$ cat config.mk
export PLATFORM = sky130hd
export DESIGN_NAME = iocs_top
export DESIGN_NICKNAME = d
export VERILOG_FILES = /design/src/iocs_pkg.sv /design/src/iocs_top.sv /design/src/iocs_decode.sv
export SDC_FILE = /design/constraint.sdc
export NUM_CORES = 1
export LEC_CHECK = 0
export ABC_CLOCK_PERIOD_IN_PS = 2000
export BUFFER_PORTS_ARGS = -buffer_cell sky130_fd_sc_hd__clkbuf_2
export CAP_MARGIN = 20
export CORE_MARGIN = 10
export CORE_UTILIZATION = 51
export CTS_CLUSTER_SIZE = 8
export DETAILED_ROUTE_END_ITERATION = 12
export PLACE_DENSITY_LB_ADDON = 0.25
export SYNTH_ARGS = -nofsm -noshare
export SYNTH_HDL_FRONTEND = slang
export SYNTH_SLANG_ARGS = --single-unit
$ cat constraint.sdc
create_clock -name clk -period 2 [get_ports clk]
set_input_delay 0.3 -clock clk [delete_from_list [all_inputs] [get_ports clk]]
set_output_delay 0.3 -clock clk [all_outputs]
set_load 0.02 [all_outputs]
$ cat src/iocs_pkg.sv
// Package for the I/O chip select and refresh configuration block.
// Assumes a single 25 MHz clock domain and a 16-bit processor I/O bus.
package iocs_pkg;

  // Register port addresses
  localparam logic [15:0] REFSEL_ADDR = 16'h2072;
  localparam logic [15:0] CLKPCS_ADDR = 16'h2872;
  localparam logic [15:0] PCS_ADDR    = 16'h3072;
  localparam logic [15:0] REG_RESET   = 16'h0000;

  // Fixed decode windows (10-bit, upper bits ignored; WIN_353 is 12-bit against addr[15:4])
  localparam logic [9:0] WIN_3BC   = 10'h3BC;
  localparam logic [9:0] WIN_378   = 10'h378;
  localparam logic [9:0] WIN_278   = 10'h278;
  localparam logic [9:0] WIN_3F8   = 10'h3F8;
  localparam logic [9:0] WIN_2F8   = 10'h2F8;
  localparam logic [9:0] WIN_3E8   = 10'h3E8;
  localparam logic [9:0] WIN_2E8   = 10'h2E8;
  localparam logic [9:0] WIN_3C0   = 10'h3C0;
  localparam logic [9:0] WIN_RTC   = 10'h070;
  localparam logic [11:0] WIN_353  = 12'h353;
  localparam logic [2:0] SLOW_DIV  = 3'h7;

  // Wait-state counts
  localparam logic [2:0] WS_ONE  = 3'h1;
  localparam logic [2:0] WS_FOUR = 3'h4;

  // Register layouts
  typedef struct packed {
    logic       main_slow_refresh;
    logic       video_slow_refresh;
    logic       cas_first_refresh_select;
    logic       self_refresh_in_suspend;
    logic       disk_ctrl_select_en;
    logic [1:0] printer_port_window;
    logic       printer_port_bus_side;
    logic [2:0] uart_a_window;
    logic       uart_a_bus_side;
    logic [2:0] uart_b_window;
    logic       uart_b_bus_side;
  } iocs_refsel_t;

  typedef struct packed {
    logic       rtc_bus_side;
    logic       fast_display_io;
    logic       fast_disk_controller_io;
    logic       prog_select_enable;
    logic       upper_addr_compare;
    logic [2:0] lower_addr_ignore;
    logic       prog_select_bus_side;
    logic [6:0] other_bits;
  } iocs_clkpcs_t;

  // I/O bus request from the processor
  typedef struct packed {
    logic        io_cycle;
    logic        wr;
    logic        rd;
    logic [15:0] addr;
    logic [15:0] wdata;
  } iocs_iobus_t;

  // Chip select outputs
  typedef struct packed {
    logic cs_disk_ctrl;
    logic cs_printer;
    logic cs_uart_a;
    logic cs_uart_b;
    logic cs_prog;
    logic expansion_path;
    logic [2:0] wait_states;
  } iocs_select_t;

endpackage

$ cat src/iocs_top.sv
// Refresh control and peripheral chip select configuration block.
// Assumes the processor I/O bus is on clk; the power-down refresh
// tick and the full power-down level come from outside and are
// synchronised here before use.

// Functional notes
// - Main slow-refresh bit slows main refresh
// - Bit 14 slows video refresh by eight
// - Power down: main refresh every eighth tick if main slow bit set, no video refresh
// - Bit 13 selects CAS-first refresh
// - Bit 12 holds CAS low in suspend
// - Bit 11 enables disk controller select 353X
// - Bits 10:9 place printer port window
// - Printer select asserted on window hit
// - Bit 8 picks printer port data path
// - Bits 7:5 place serial port A
// - Serial A select on window hit
// - Bit 4 picks serial A data path
// - Bits 3:1 place serial port B
// - Bit 0 picks serial B data path
// - Bit 15 picks real-time clock data path
// - Fast display I/O uses one wait
// - Disk controller waits: one or four
// - Bit 12 enables programmable select
// - Bit 11 compares upper address bits
// - Bits 10:8 set low-bit ignore count
// - Ignore encoding zero to four bits
// - Bit 7 picks programmable select path
module iocs_top #(
  parameter int SLOW_RATIO = 8
) (
  input  wire logic               clk,
  input  wire logic               nrst,
  input  wire iocs_pkg::iocs_iobus_t io,
  input  wire logic               slow_refresh_tick,
  input  wire logic               full_powerdown_select,
  input  wire logic               suspend,
  input  wire logic               normal_refresh_tick,
  output logic [15:0]             rdata,
  output logic                    rdata_valid,
  output iocs_pkg::iocs_select_t  sel,
  output logic                    main_refresh_req,
  output logic                    video_refresh_req,
  output logic                    cas_first_refresh_select,
  output logic                    cas_hold_low
);

  typedef struct packed {
    iocs_pkg::iocs_refsel_t refsel;
    iocs_pkg::iocs_clkpcs_t clkpcs;
    logic [15:0]            pcs_addr;
    logic [1:0]             tick_sync;
    logic                   tick_prev;
    logic [1:0]             fpd_sync;
    logic [1:0]             susp_sync;
    logic [1:0]             ntick_sync;
    logic                   ntick_prev;
    logic [2:0]             pd_count;
    logic [2:0]             main_div;
    logic [2:0]             video_div;
    logic [15:0]            rdata;
    logic                   rdata_valid;
    iocs_pkg::iocs_select_t sel;
    logic                   main_req;
    logic                   video_req;
    logic                   cbr;
    logic                   cas_hold;
  } iocs_state_t;

  iocs_state_t st;
  iocs_state_t next_st;
  logic        uart_a_hit;
  logic        uart_b_hit;

  // Last divider count; the dividers are three bits, so eight at most
  localparam logic [2:0] SLOW_LAST = 3'(SLOW_RATIO - 1);

  // Shared serial window decode for both ports
  iocs_decode u_dec_a (
    .window (st.refsel.uart_a_window),
    .addr   (io.addr[9:0]),
    .hit    (uart_a_hit)
  );
  iocs_decode u_dec_b (
    .window (st.refsel.uart_b_window),
    .addr   (io.addr[9:0]),
    .hit    (uart_b_hit)
  );

  // Next-state logic for registers, decode and refresh pacing
  always_comb begin
    logic       tick_edge;
    logic       ntick_edge;
    logic       pdown;
    logic       par_hit;
    logic       pcs_hit;
    logic [3:0] low_mask;
    logic       disk_hit;
    logic       disp_hit;
    tick_edge  = 1'b0;
    ntick_edge = 1'b0;
    pdown      = 1'b0;
    par_hit    = 1'b0;
    pcs_hit    = 1'b0;
    low_mask   = 4'hF;
    disk_hit   = 1'b0;
    disp_hit   = 1'b0;
    next_st    = st;

    // Two-flop synchronisers; only stage 1 is read by logic
    next_st.tick_sync  = {st.tick_sync[0], slow_refresh_tick};
    next_st.fpd_sync   = {st.fpd_sync[0], full_powerdown_select};
    next_st.susp_sync  = {st.susp_sync[0], suspend};
    next_st.ntick_sync = {st.ntick_sync[0], normal_refresh_tick};
    next_st.tick_prev  = st.tick_sync[1];
    next_st.ntick_prev = st.ntick_sync[1];
    tick_edge  = st.tick_sync[1] & ~st.tick_prev;
    ntick_edge = st.ntick_sync[1] & ~st.ntick_prev;
    pdown      = st.fpd_sync[1];

    // Register writes; read data returns stored value
    next_st.rdata_valid = 1'b0;
    if (io.io_cycle && io.wr) begin
      case (io.addr)
        iocs_pkg::REFSEL_ADDR: next_st.refsel = io.wdata;
        iocs_pkg::CLKPCS_ADDR: next_st.clkpcs = io.wdata;
        iocs_pkg::PCS_ADDR:    next_st.pcs_addr = io.wdata;
        default: ;
      endcase
    end
    if (io.io_cycle && io.rd) begin
      case (io.addr)
        iocs_pkg::REFSEL_ADDR: begin
          next_st.rdata       = st.refsel;
          next_st.rdata_valid = 1'b1;
        end
        iocs_pkg::CLKPCS_ADDR: begin
          next_st.rdata       = st.clkpcs;
          next_st.rdata_valid = 1'b1;
        end
        iocs_pkg::PCS_ADDR: begin
          next_st.rdata       = st.pcs_addr;
          next_st.rdata_valid = 1'b1;
        end
        default: next_st.rdata = iocs_pkg::REG_RESET;
      endcase
    end

    // Printer port window decode
    case (st.refsel.printer_port_window)
      2'h1: par_hit = (io.addr[9:2] == iocs_pkg::WIN_3BC[9:2]);
      2'h2: par_hit = (io.addr[9:3] == iocs_pkg::WIN_378[9:3]);
      2'h3: par_hit = (io.addr[9:3] == iocs_pkg::WIN_278[9:3]);
      default: par_hit = 1'b0;
    endcase

    // Programmable select: low bits ignored per mask code
    case (st.clkpcs.lower_addr_ignore)
      3'h0: low_mask = 4'hF;
      3'h1: low_mask = 4'hE;
      3'h2: low_mask = 4'hC;
      3'h3: low_mask = 4'h8;
      3'h4: low_mask = 4'h0;
      default: low_mask = 4'hF;
    endcase
    pcs_hit = (io.addr[9:4] == st.pcs_addr[9:4]) &&
              (((io.addr[3:0] ^ st.pcs_addr[3:0]) & low_mask) == 4'h0);
    if (st.clkpcs.upper_addr_compare) begin
      pcs_hit = pcs_hit && (io.addr[15:10] == st.pcs_addr[15:10]);
    end

    disk_hit = (io.addr[15:4] == iocs_pkg::WIN_353);
    disp_hit = (io.addr[9:4] == iocs_pkg::WIN_3C0[9:4]);

    // Selects are live only in an I/O cycle that hits
    next_st.sel.cs_disk_ctrl = io.io_cycle && disk_hit &&
                               st.refsel.disk_ctrl_select_en;
    next_st.sel.cs_printer   = io.io_cycle && par_hit;
    next_st.sel.cs_uart_a    = io.io_cycle && uart_a_hit;
    next_st.sel.cs_uart_b    = io.io_cycle && uart_b_hit;
    next_st.sel.cs_prog      = io.io_cycle && pcs_hit &&
                               st.clkpcs.prog_select_enable;

    // Data path of the selected peripheral
    next_st.sel.expansion_path = 1'b0;
    if (io.io_cycle) begin
      if (par_hit) begin
        next_st.sel.expansion_path = st.refsel.printer_port_bus_side;
      end else if (uart_a_hit) begin
        next_st.sel.expansion_path = st.refsel.uart_a_bus_side;
      end else if (uart_b_hit) begin
        next_st.sel.expansion_path = st.refsel.uart_b_bus_side;
      end else if (pcs_hit && st.clkpcs.prog_select_enable) begin
        next_st.sel.expansion_path =
          st.clkpcs.prog_select_bus_side;
      end else if (io.addr[9:1] == iocs_pkg::WIN_RTC[9:1]) begin
        next_st.sel.expansion_path = st.clkpcs.rtc_bus_side;
      end
    end

    // Wait states for display and disk controller cycles
    next_st.sel.wait_states = 3'h0;
    if (io.io_cycle && disp_hit && st.clkpcs.fast_display_io) begin
      next_st.sel.wait_states = iocs_pkg::WS_ONE;
    end else if (next_st.sel.cs_disk_ctrl) begin
      next_st.sel.wait_states = st.clkpcs.fast_disk_controller_io ?
        iocs_pkg::WS_ONE : iocs_pkg::WS_FOUR;
    end

    // Refresh pacing: normal tick, slow divides by eight
    next_st.main_req  = 1'b0;
    next_st.video_req = 1'b0;
    if (pdown) begin
      if (tick_edge && st.refsel.main_slow_refresh) begin
        next_st.pd_count = st.pd_count + 3'h1;
        next_st.main_req = (st.pd_count == SLOW_LAST);
      end
    end else if (ntick_edge) begin
      next_st.main_div  = st.main_div + 3'h1;
      next_st.video_div = st.video_div + 3'h1;
      next_st.main_req  = !st.refsel.main_slow_refresh ||
                          (st.main_div == SLOW_LAST);
      next_st.video_req = !st.refsel.video_slow_refresh ||
                          (st.video_div == SLOW_LAST);
    end

    next_st.cbr      = st.refsel.cas_first_refresh_select;
    next_st.cas_hold = st.refsel.self_refresh_in_suspend &&
                       st.susp_sync[1];
  end

  // State register with synchronous reset
  always_ff @(posedge clk) begin
    if (!nrst) begin
      st <= '0;
    end else begin
      st <= next_st;
    end
  end

  // Outputs straight from flip-flops
  assign rdata                    = st.rdata;
  assign rdata_valid              = st.rdata_valid;
  assign sel                      = st.sel;
  assign main_refresh_req         = st.main_req;
  assign video_refresh_req        = st.video_req;
  assign cas_first_refresh_select = st.cbr;
  assign cas_hold_low             = st.cas_hold;

  // Disk select never asserts while disabled
  a_disk_sel_gate: assert property (@(posedge clk) disable iff (!nrst)
    (!st.refsel.disk_ctrl_select_en ##1 !st.refsel.disk_ctrl_select_en)
      |-> !st.sel.cs_disk_ctrl)
    else $error("disk select while disabled");

  // Programmable select gated by enable
  a_prog_sel_gate: assert property (@(posedge clk) disable iff (!nrst)
    $past(!st.clkpcs.prog_select_enable) |-> !st.sel.cs_prog)
    else $error("programmable select while disabled");

  // Printer select only after an I/O cycle
  a_printer_cycle: assert property (@(posedge clk) disable iff (!nrst)
    st.sel.cs_printer |-> $past(io.io_cycle))
    else $error("printer select outside io cycle");

  // Disabled printer window yields no select
  a_printer_off: assert property (@(posedge clk) disable iff (!nrst)
    $past(st.refsel.printer_port_window == 2'h0) |-> !st.sel.cs_printer)
    else $error("printer select with window off");

  // Disk waits are four when the fast bit is clear
  a_disk_waits: assert property (@(posedge clk) disable iff (!nrst)
    (st.sel.cs_disk_ctrl && $past(!st.clkpcs.fast_disk_controller_io)
     && !$past(st.clkpcs.fast_display_io))
      |-> st.sel.wait_states == 3'h4)
    else $error("disk controller wait count wrong");

  // Register write is stored in the refresh register
  a_reg_readback: assert property (@(posedge clk) disable iff (!nrst)
    (io.io_cycle && io.wr && !io.rd && io.addr == iocs_pkg::REFSEL_ADDR)
      |=> st.refsel == $past(io.wdata))
    else $error("refresh register did not store write");

  // Serial A off means no select
  a_uart_a_off: assert property (@(posedge clk) disable iff (!nrst)
    $past(st.refsel.uart_a_window == 3'h0) |-> !st.sel.cs_uart_a)
    else $error("serial A select with window off");

  // CAS hold needs self refresh bit
  a_cas_hold: assert property (@(posedge clk) disable iff (!nrst)
    st.cas_hold |-> $past(st.refsel.self_refresh_in_suspend))
    else $error("CAS held low without self refresh");

  // Serial B off means no select
  a_uart_b_off: assert property (@(posedge clk) disable iff (!nrst)
    $past(st.refsel.uart_b_window == 3'h0) |-> !st.sel.cs_uart_b)
    else $error("serial B select with window off");

  // Fast display cycles take one wait
  a_disp_waits: assert property (@(posedge clk) disable iff (!nrst)
    ($past(io.io_cycle && st.clkpcs.fast_display_io) &&
     $past(io.addr[9:4] == iocs_pkg::WIN_3C0[9:4]))
      |-> st.sel.wait_states == iocs_pkg::WS_ONE)
    else $error("display wait count wrong");

  // Second register write is stored in the control register
  a_ctrl_readback: assert property (@(posedge clk) disable iff (!nrst)
    (io.io_cycle && io.wr && !io.rd && io.addr == iocs_pkg::CLKPCS_ADDR)
      |=> st.clkpcs == $past(io.wdata))
    else $error("control register did not store write");

  // Refresh method output mirrors its bit
  a_cbr_copy: assert property (@(posedge clk) disable iff (!nrst)
    st.cbr == $past(st.refsel.cas_first_refresh_select))
    else $error("refresh method output stale");

  // Video requests are single-cycle pulses
  a_video_pulse: assert property (@(posedge clk) disable iff (!nrst)
    st.video_req |=> !st.video_req)
    else $error("video refresh request longer than a cycle");

  // No video refresh request in full power down
  a_video_pdown: assert property (@(posedge clk) disable iff (!nrst)
    $past(st.fpd_sync[1]) |-> !st.video_req)
    else $error("video refresh in power down");

  // Power down without slow bit gives no main refresh
  a_main_pdown: assert property (@(posedge clk) disable iff (!nrst)
    $past(st.fpd_sync[1] && !st.refsel.main_slow_refresh)
      |-> !st.main_req)
    else $error("main refresh in power down without slow bit");

  // Disk select only after an I/O cycle
  a_disk_cycle: assert property (@(posedge clk) disable iff (!nrst)
    st.sel.cs_disk_ctrl |-> $past(io.io_cycle))
    else $error("disk select outside io cycle");

  // Programmable select only after an I/O cycle
  a_prog_cycle: assert property (@(posedge clk) disable iff (!nrst)
    st.sel.cs_prog |-> $past(io.io_cycle))
    else $error("programmable select outside io cycle");

  // CAS hold needs the suspend level
  a_cas_suspend: assert property (@(posedge clk) disable iff (!nrst)
    st.cas_hold |-> $past(st.susp_sync[1]))
    else $error("CAS held low outside suspend");

  // Read data valid only after a read
  a_read_valid: assert property (@(posedge clk) disable iff (!nrst)
    st.rdata_valid |-> $past(io.io_cycle && io.rd))
    else $error("read valid without a read");

endmodule

$ cat src/iocs_decode.sv
// Serial port window decoder, shared by both serial chip selects.
// Assumes a combinational use inside the clocked main block.
module iocs_decode (
  input  wire logic [2:0] window,
  input  wire logic [9:0] addr,
  output logic            hit
);
  logic [9:0] base;

  // Window base from the three-bit placement code
  always_comb begin
    base = iocs_pkg::WIN_3F8;
    hit  = 1'b0;
    case (window)
      3'h1: base = iocs_pkg::WIN_3F8;
      3'h2: base = iocs_pkg::WIN_2F8;
      3'h3: base = iocs_pkg::WIN_3E8;
      3'h4: base = iocs_pkg::WIN_2E8;
      default: base = iocs_pkg::WIN_3F8;
    endcase
    // Codes 0 and 5..7 select nothing
    if (window >= 3'h1 && window <= 3'h4) begin
      hit = (addr[9:3] == base[9:3]);
    end
  end
endmodule

==> qor.csv <==
metric;value;unit
status;completed;
Top delay family on crit path;compound AO/OA/AOI/OAI gates;
CP endpoint kind;register;
CP Max Fanout;3;
vias per cell;5.59;
final wirelength;11000;um
Worst setup SP type;register;
worst setup path category;register to register;
Residual DRC;0;
worst vdd ir;549;uV
setup tns final;0;ns
hold buffers post-CTS;0;
Max Freq;0.578;GHz
Yosys cell types;51;
Die X;113;um
Root Driver;clkbuf_8;
Syn Std Cell Area;0.00438;sq mm
Top Ports;71;
Longest Clk Path Bufs;2;
hpwl dp;8420;um
share of layout cells above drive strength 1;0.235;
wire per inst;17.0;um
Arr. time, crit path;1.98;ns
total track usage;0.172;
CTS tree;done;
depth of the CTS H-tree;3;
Die ar.;0.0127;sq mm
power share of the combinational group;0.058;
CTS resizes;0;
FF+latch count, synth;96;
Clock Sinks;96;
synth top area cells;dfxtp_1 44%, nand2_1 11%, buf_4 4.8%;
Die H;113;um
Worst slew margin;0.618;
cell count after synthesis;488;
min Tclk post-route;1.73;ns
max-slew violations;0;
slowest CP cell;dfxtp_1;
postcts setup bufs;0;
Worst Path Buf+Inv;0;
Psw;793;uW
Core ar.;0.00830;sq mm
crit share post-route;0.865;
PortBufs;69;
Initial DRC Count;307;
drt pass-1 iters;7;
Final setup viols;0;
WP data required;2.25;ns
Leak;0.00189;uW
switch share;0.231;
GPL Wtd Cong;0.982;
worst-skew pair later-pin latency;0.36;ns
final hold violation count;0;
Clock Pin Slew Worst Setup and Hold Paths;0.10;ns
YS warnings;0;
Hold Path Class;input port to register;
via count;3626;
RSZ-0062 raised after global routing;no;
ys async rst share;0;
ANT nets after route;0;
Crit path depth;6;
Max Cap Viol;0;
P_int;2640;uW
worst r2r path cells;6;
worst stage delay on the critical path;0.40;ns
Hold Slack;0.143;ns
vias in the first global route;3531;
initial antenna violation count;0;
Slew @ Worst Pin;0.573;ns
EDFF count, synth;0;
Clock power frac;0.380;
grt total ovfl;0;
syn nets;535;
area delta synth->final;13.5;%
Sequential Power Share;0.562;
WHS Path Cells;2;
Std-Cell Rows;33;
Final #Nets;586;
CTS Buf Count;9;
post-synth top area cell;dfxtp_1;
crit path cell chain;xor2_1 > o2bb2ai_1 > o221a_2 > o2111a_1 > a211oi_1 > o22ai_1;
syn_area_per_cell;8.98;sq um
Final Skew;0.0110;ns
post-synth top area share;0.439;
sequential area share after synthesis;0.439;
largest net degree at the start of global routing;39;
Starting Density;0.528;
Pwr per Cell Area;690;mW/mm^2
first-pass GRT wire length;18200;um
ys flop type;dfxtp_1;
ANT cells;0;
-- final timing paths --
| kind | from | to | slack [ns] |
|---|---|---|---|
| setup / recovery | st[51] | sel[3] | 0.27 |
| hold / removal | full_powerdown_select | next_st[45] | 0.14 |
| setup reg to reg | st[51] | sel[3] | 0.27 |
| hold reg to reg | next_st[48] | next_st[46] | 0.44 |
-- area by class of cell --
class	count	area [sq um]
inverters	3	11.3
flip-flops and latches	96	1920
repair buffers	95	578
clock buffers	11	141
clock inverters	5	63.8
multi-input cells	334	2120
well taps	105	131
fillers	749	3330
-- kinds of logic (layout without fill, tap and decap cells) --
| family | Yosys count | in the layout | share of synthesized area |
|---|---|---|---|
| AND/OR/NAND/NOR | 200 | 200 | 0.233 |
| AO/OA/AOI/OAI | 101 | 101 | 0.180 |
| flip-flops | 96 | 96 | 0.439 |
| buffers and inverters | 58 | 114 | 0.0768 |
| XOR/XNOR | 20 | 20 | 0.0400 |
| adder cells (fa/ha/maj) | 6 | 6 | 0.0171 |
| multiplexers | 6 | 6 | 0.0137 |
| other | 1 | 1 | 0.000856 |
-- layout by cell type (no fill, tap or decap), types with 6 or more instances in the layout --
master and instances:
nand2_1 124, dfxtp_1 96, clkbuf_2 69, buf_4 23, a21boi_0 21, o21ai_0 19
a21boi_1 17, and2_1 17, a222oi_1 16, a21boi_2 10, xor2_1 10, xnor2_1 10
clkbuf_8 10, nor2_1 7, and3_1 7, nor2b_1 7, mux2i_1 6, ha_1 6
-- layer usage --
layer	part of all wire	wire, um	vias up	global-route usage
li1	-	-	1765	-
met1	0.44	4870	1709	0.228
met2	0.45	5000	137	0.266
met3	0.090	995	15	0.0490
met4	0.015	165	0	0.0491
met5	0	0	-	0
-- power by group through the flow --
stage | clock [uW] | sequential (uW) | combinational, uW
6_report | 1300 | 1930 | 200
5_1_grt | 1410 | 1930 | 219
4_1_cts | 1330 | 1930 | 199
3_5_place_dp | 0 | 1970 | 198
3_3_place_gp | 0 | 1970 | 195
2_1_floorplan | 0 | 1970 | 102
-- registers in the layout, indices dropped and copies added, names as in the netlist --
name	cells
next_st	7
rdata_valid	1
main_refresh_req	1
video_refresh_req	1
rdata	16
cas_first_refresh_select	1
cas_hold_low	1
sel	8
st	60
-- synthesized netlist by cell type, types with 2 or more instances --
cell type / count
nand2_1: 124
dfxtp_1: 96
buf_4: 28
a21boi_0: 21
clkbuf_1: 20
o21ai_0: 19
a21boi_1: 17
and2_1: 17
a222oi_1: 16
a21boi_2: 10
xnor2_1: 10
xor2_1: 10
and3_1: 7
nor2_1: 7
nor2b_1: 7
ha_1: 6
mux2i_1: 6
buf_2: 5
nand4_1: 5
nand4b_1: 5
nor4_1: 5
a21oi_1: 4
nand3_1: 4
nor3b_1: 4
inv_1: 3
a211oi_1: 2
nand2b_1: 2
nand3b_1: 2
nor3_1: 2
nor4b_4: 2
o211ai_1: 2
-- metrics by stage --
step	instance area [sq um]	total power, uW	setup slack (ns)	util	instances
floorplan	4380	2070	0.0581	-	488
global placement	4760	2170	0.0681	0.574	633
detailed placement	4760	2170	0.0411	0.574	633
CTS	4970	3450	0.273	0.599	649
global route	4970	3550	0.0774	0.599	649
finish	4970	3430	0.270	0.599	649
No activity file was read; power rests on OpenSTA's default activity.
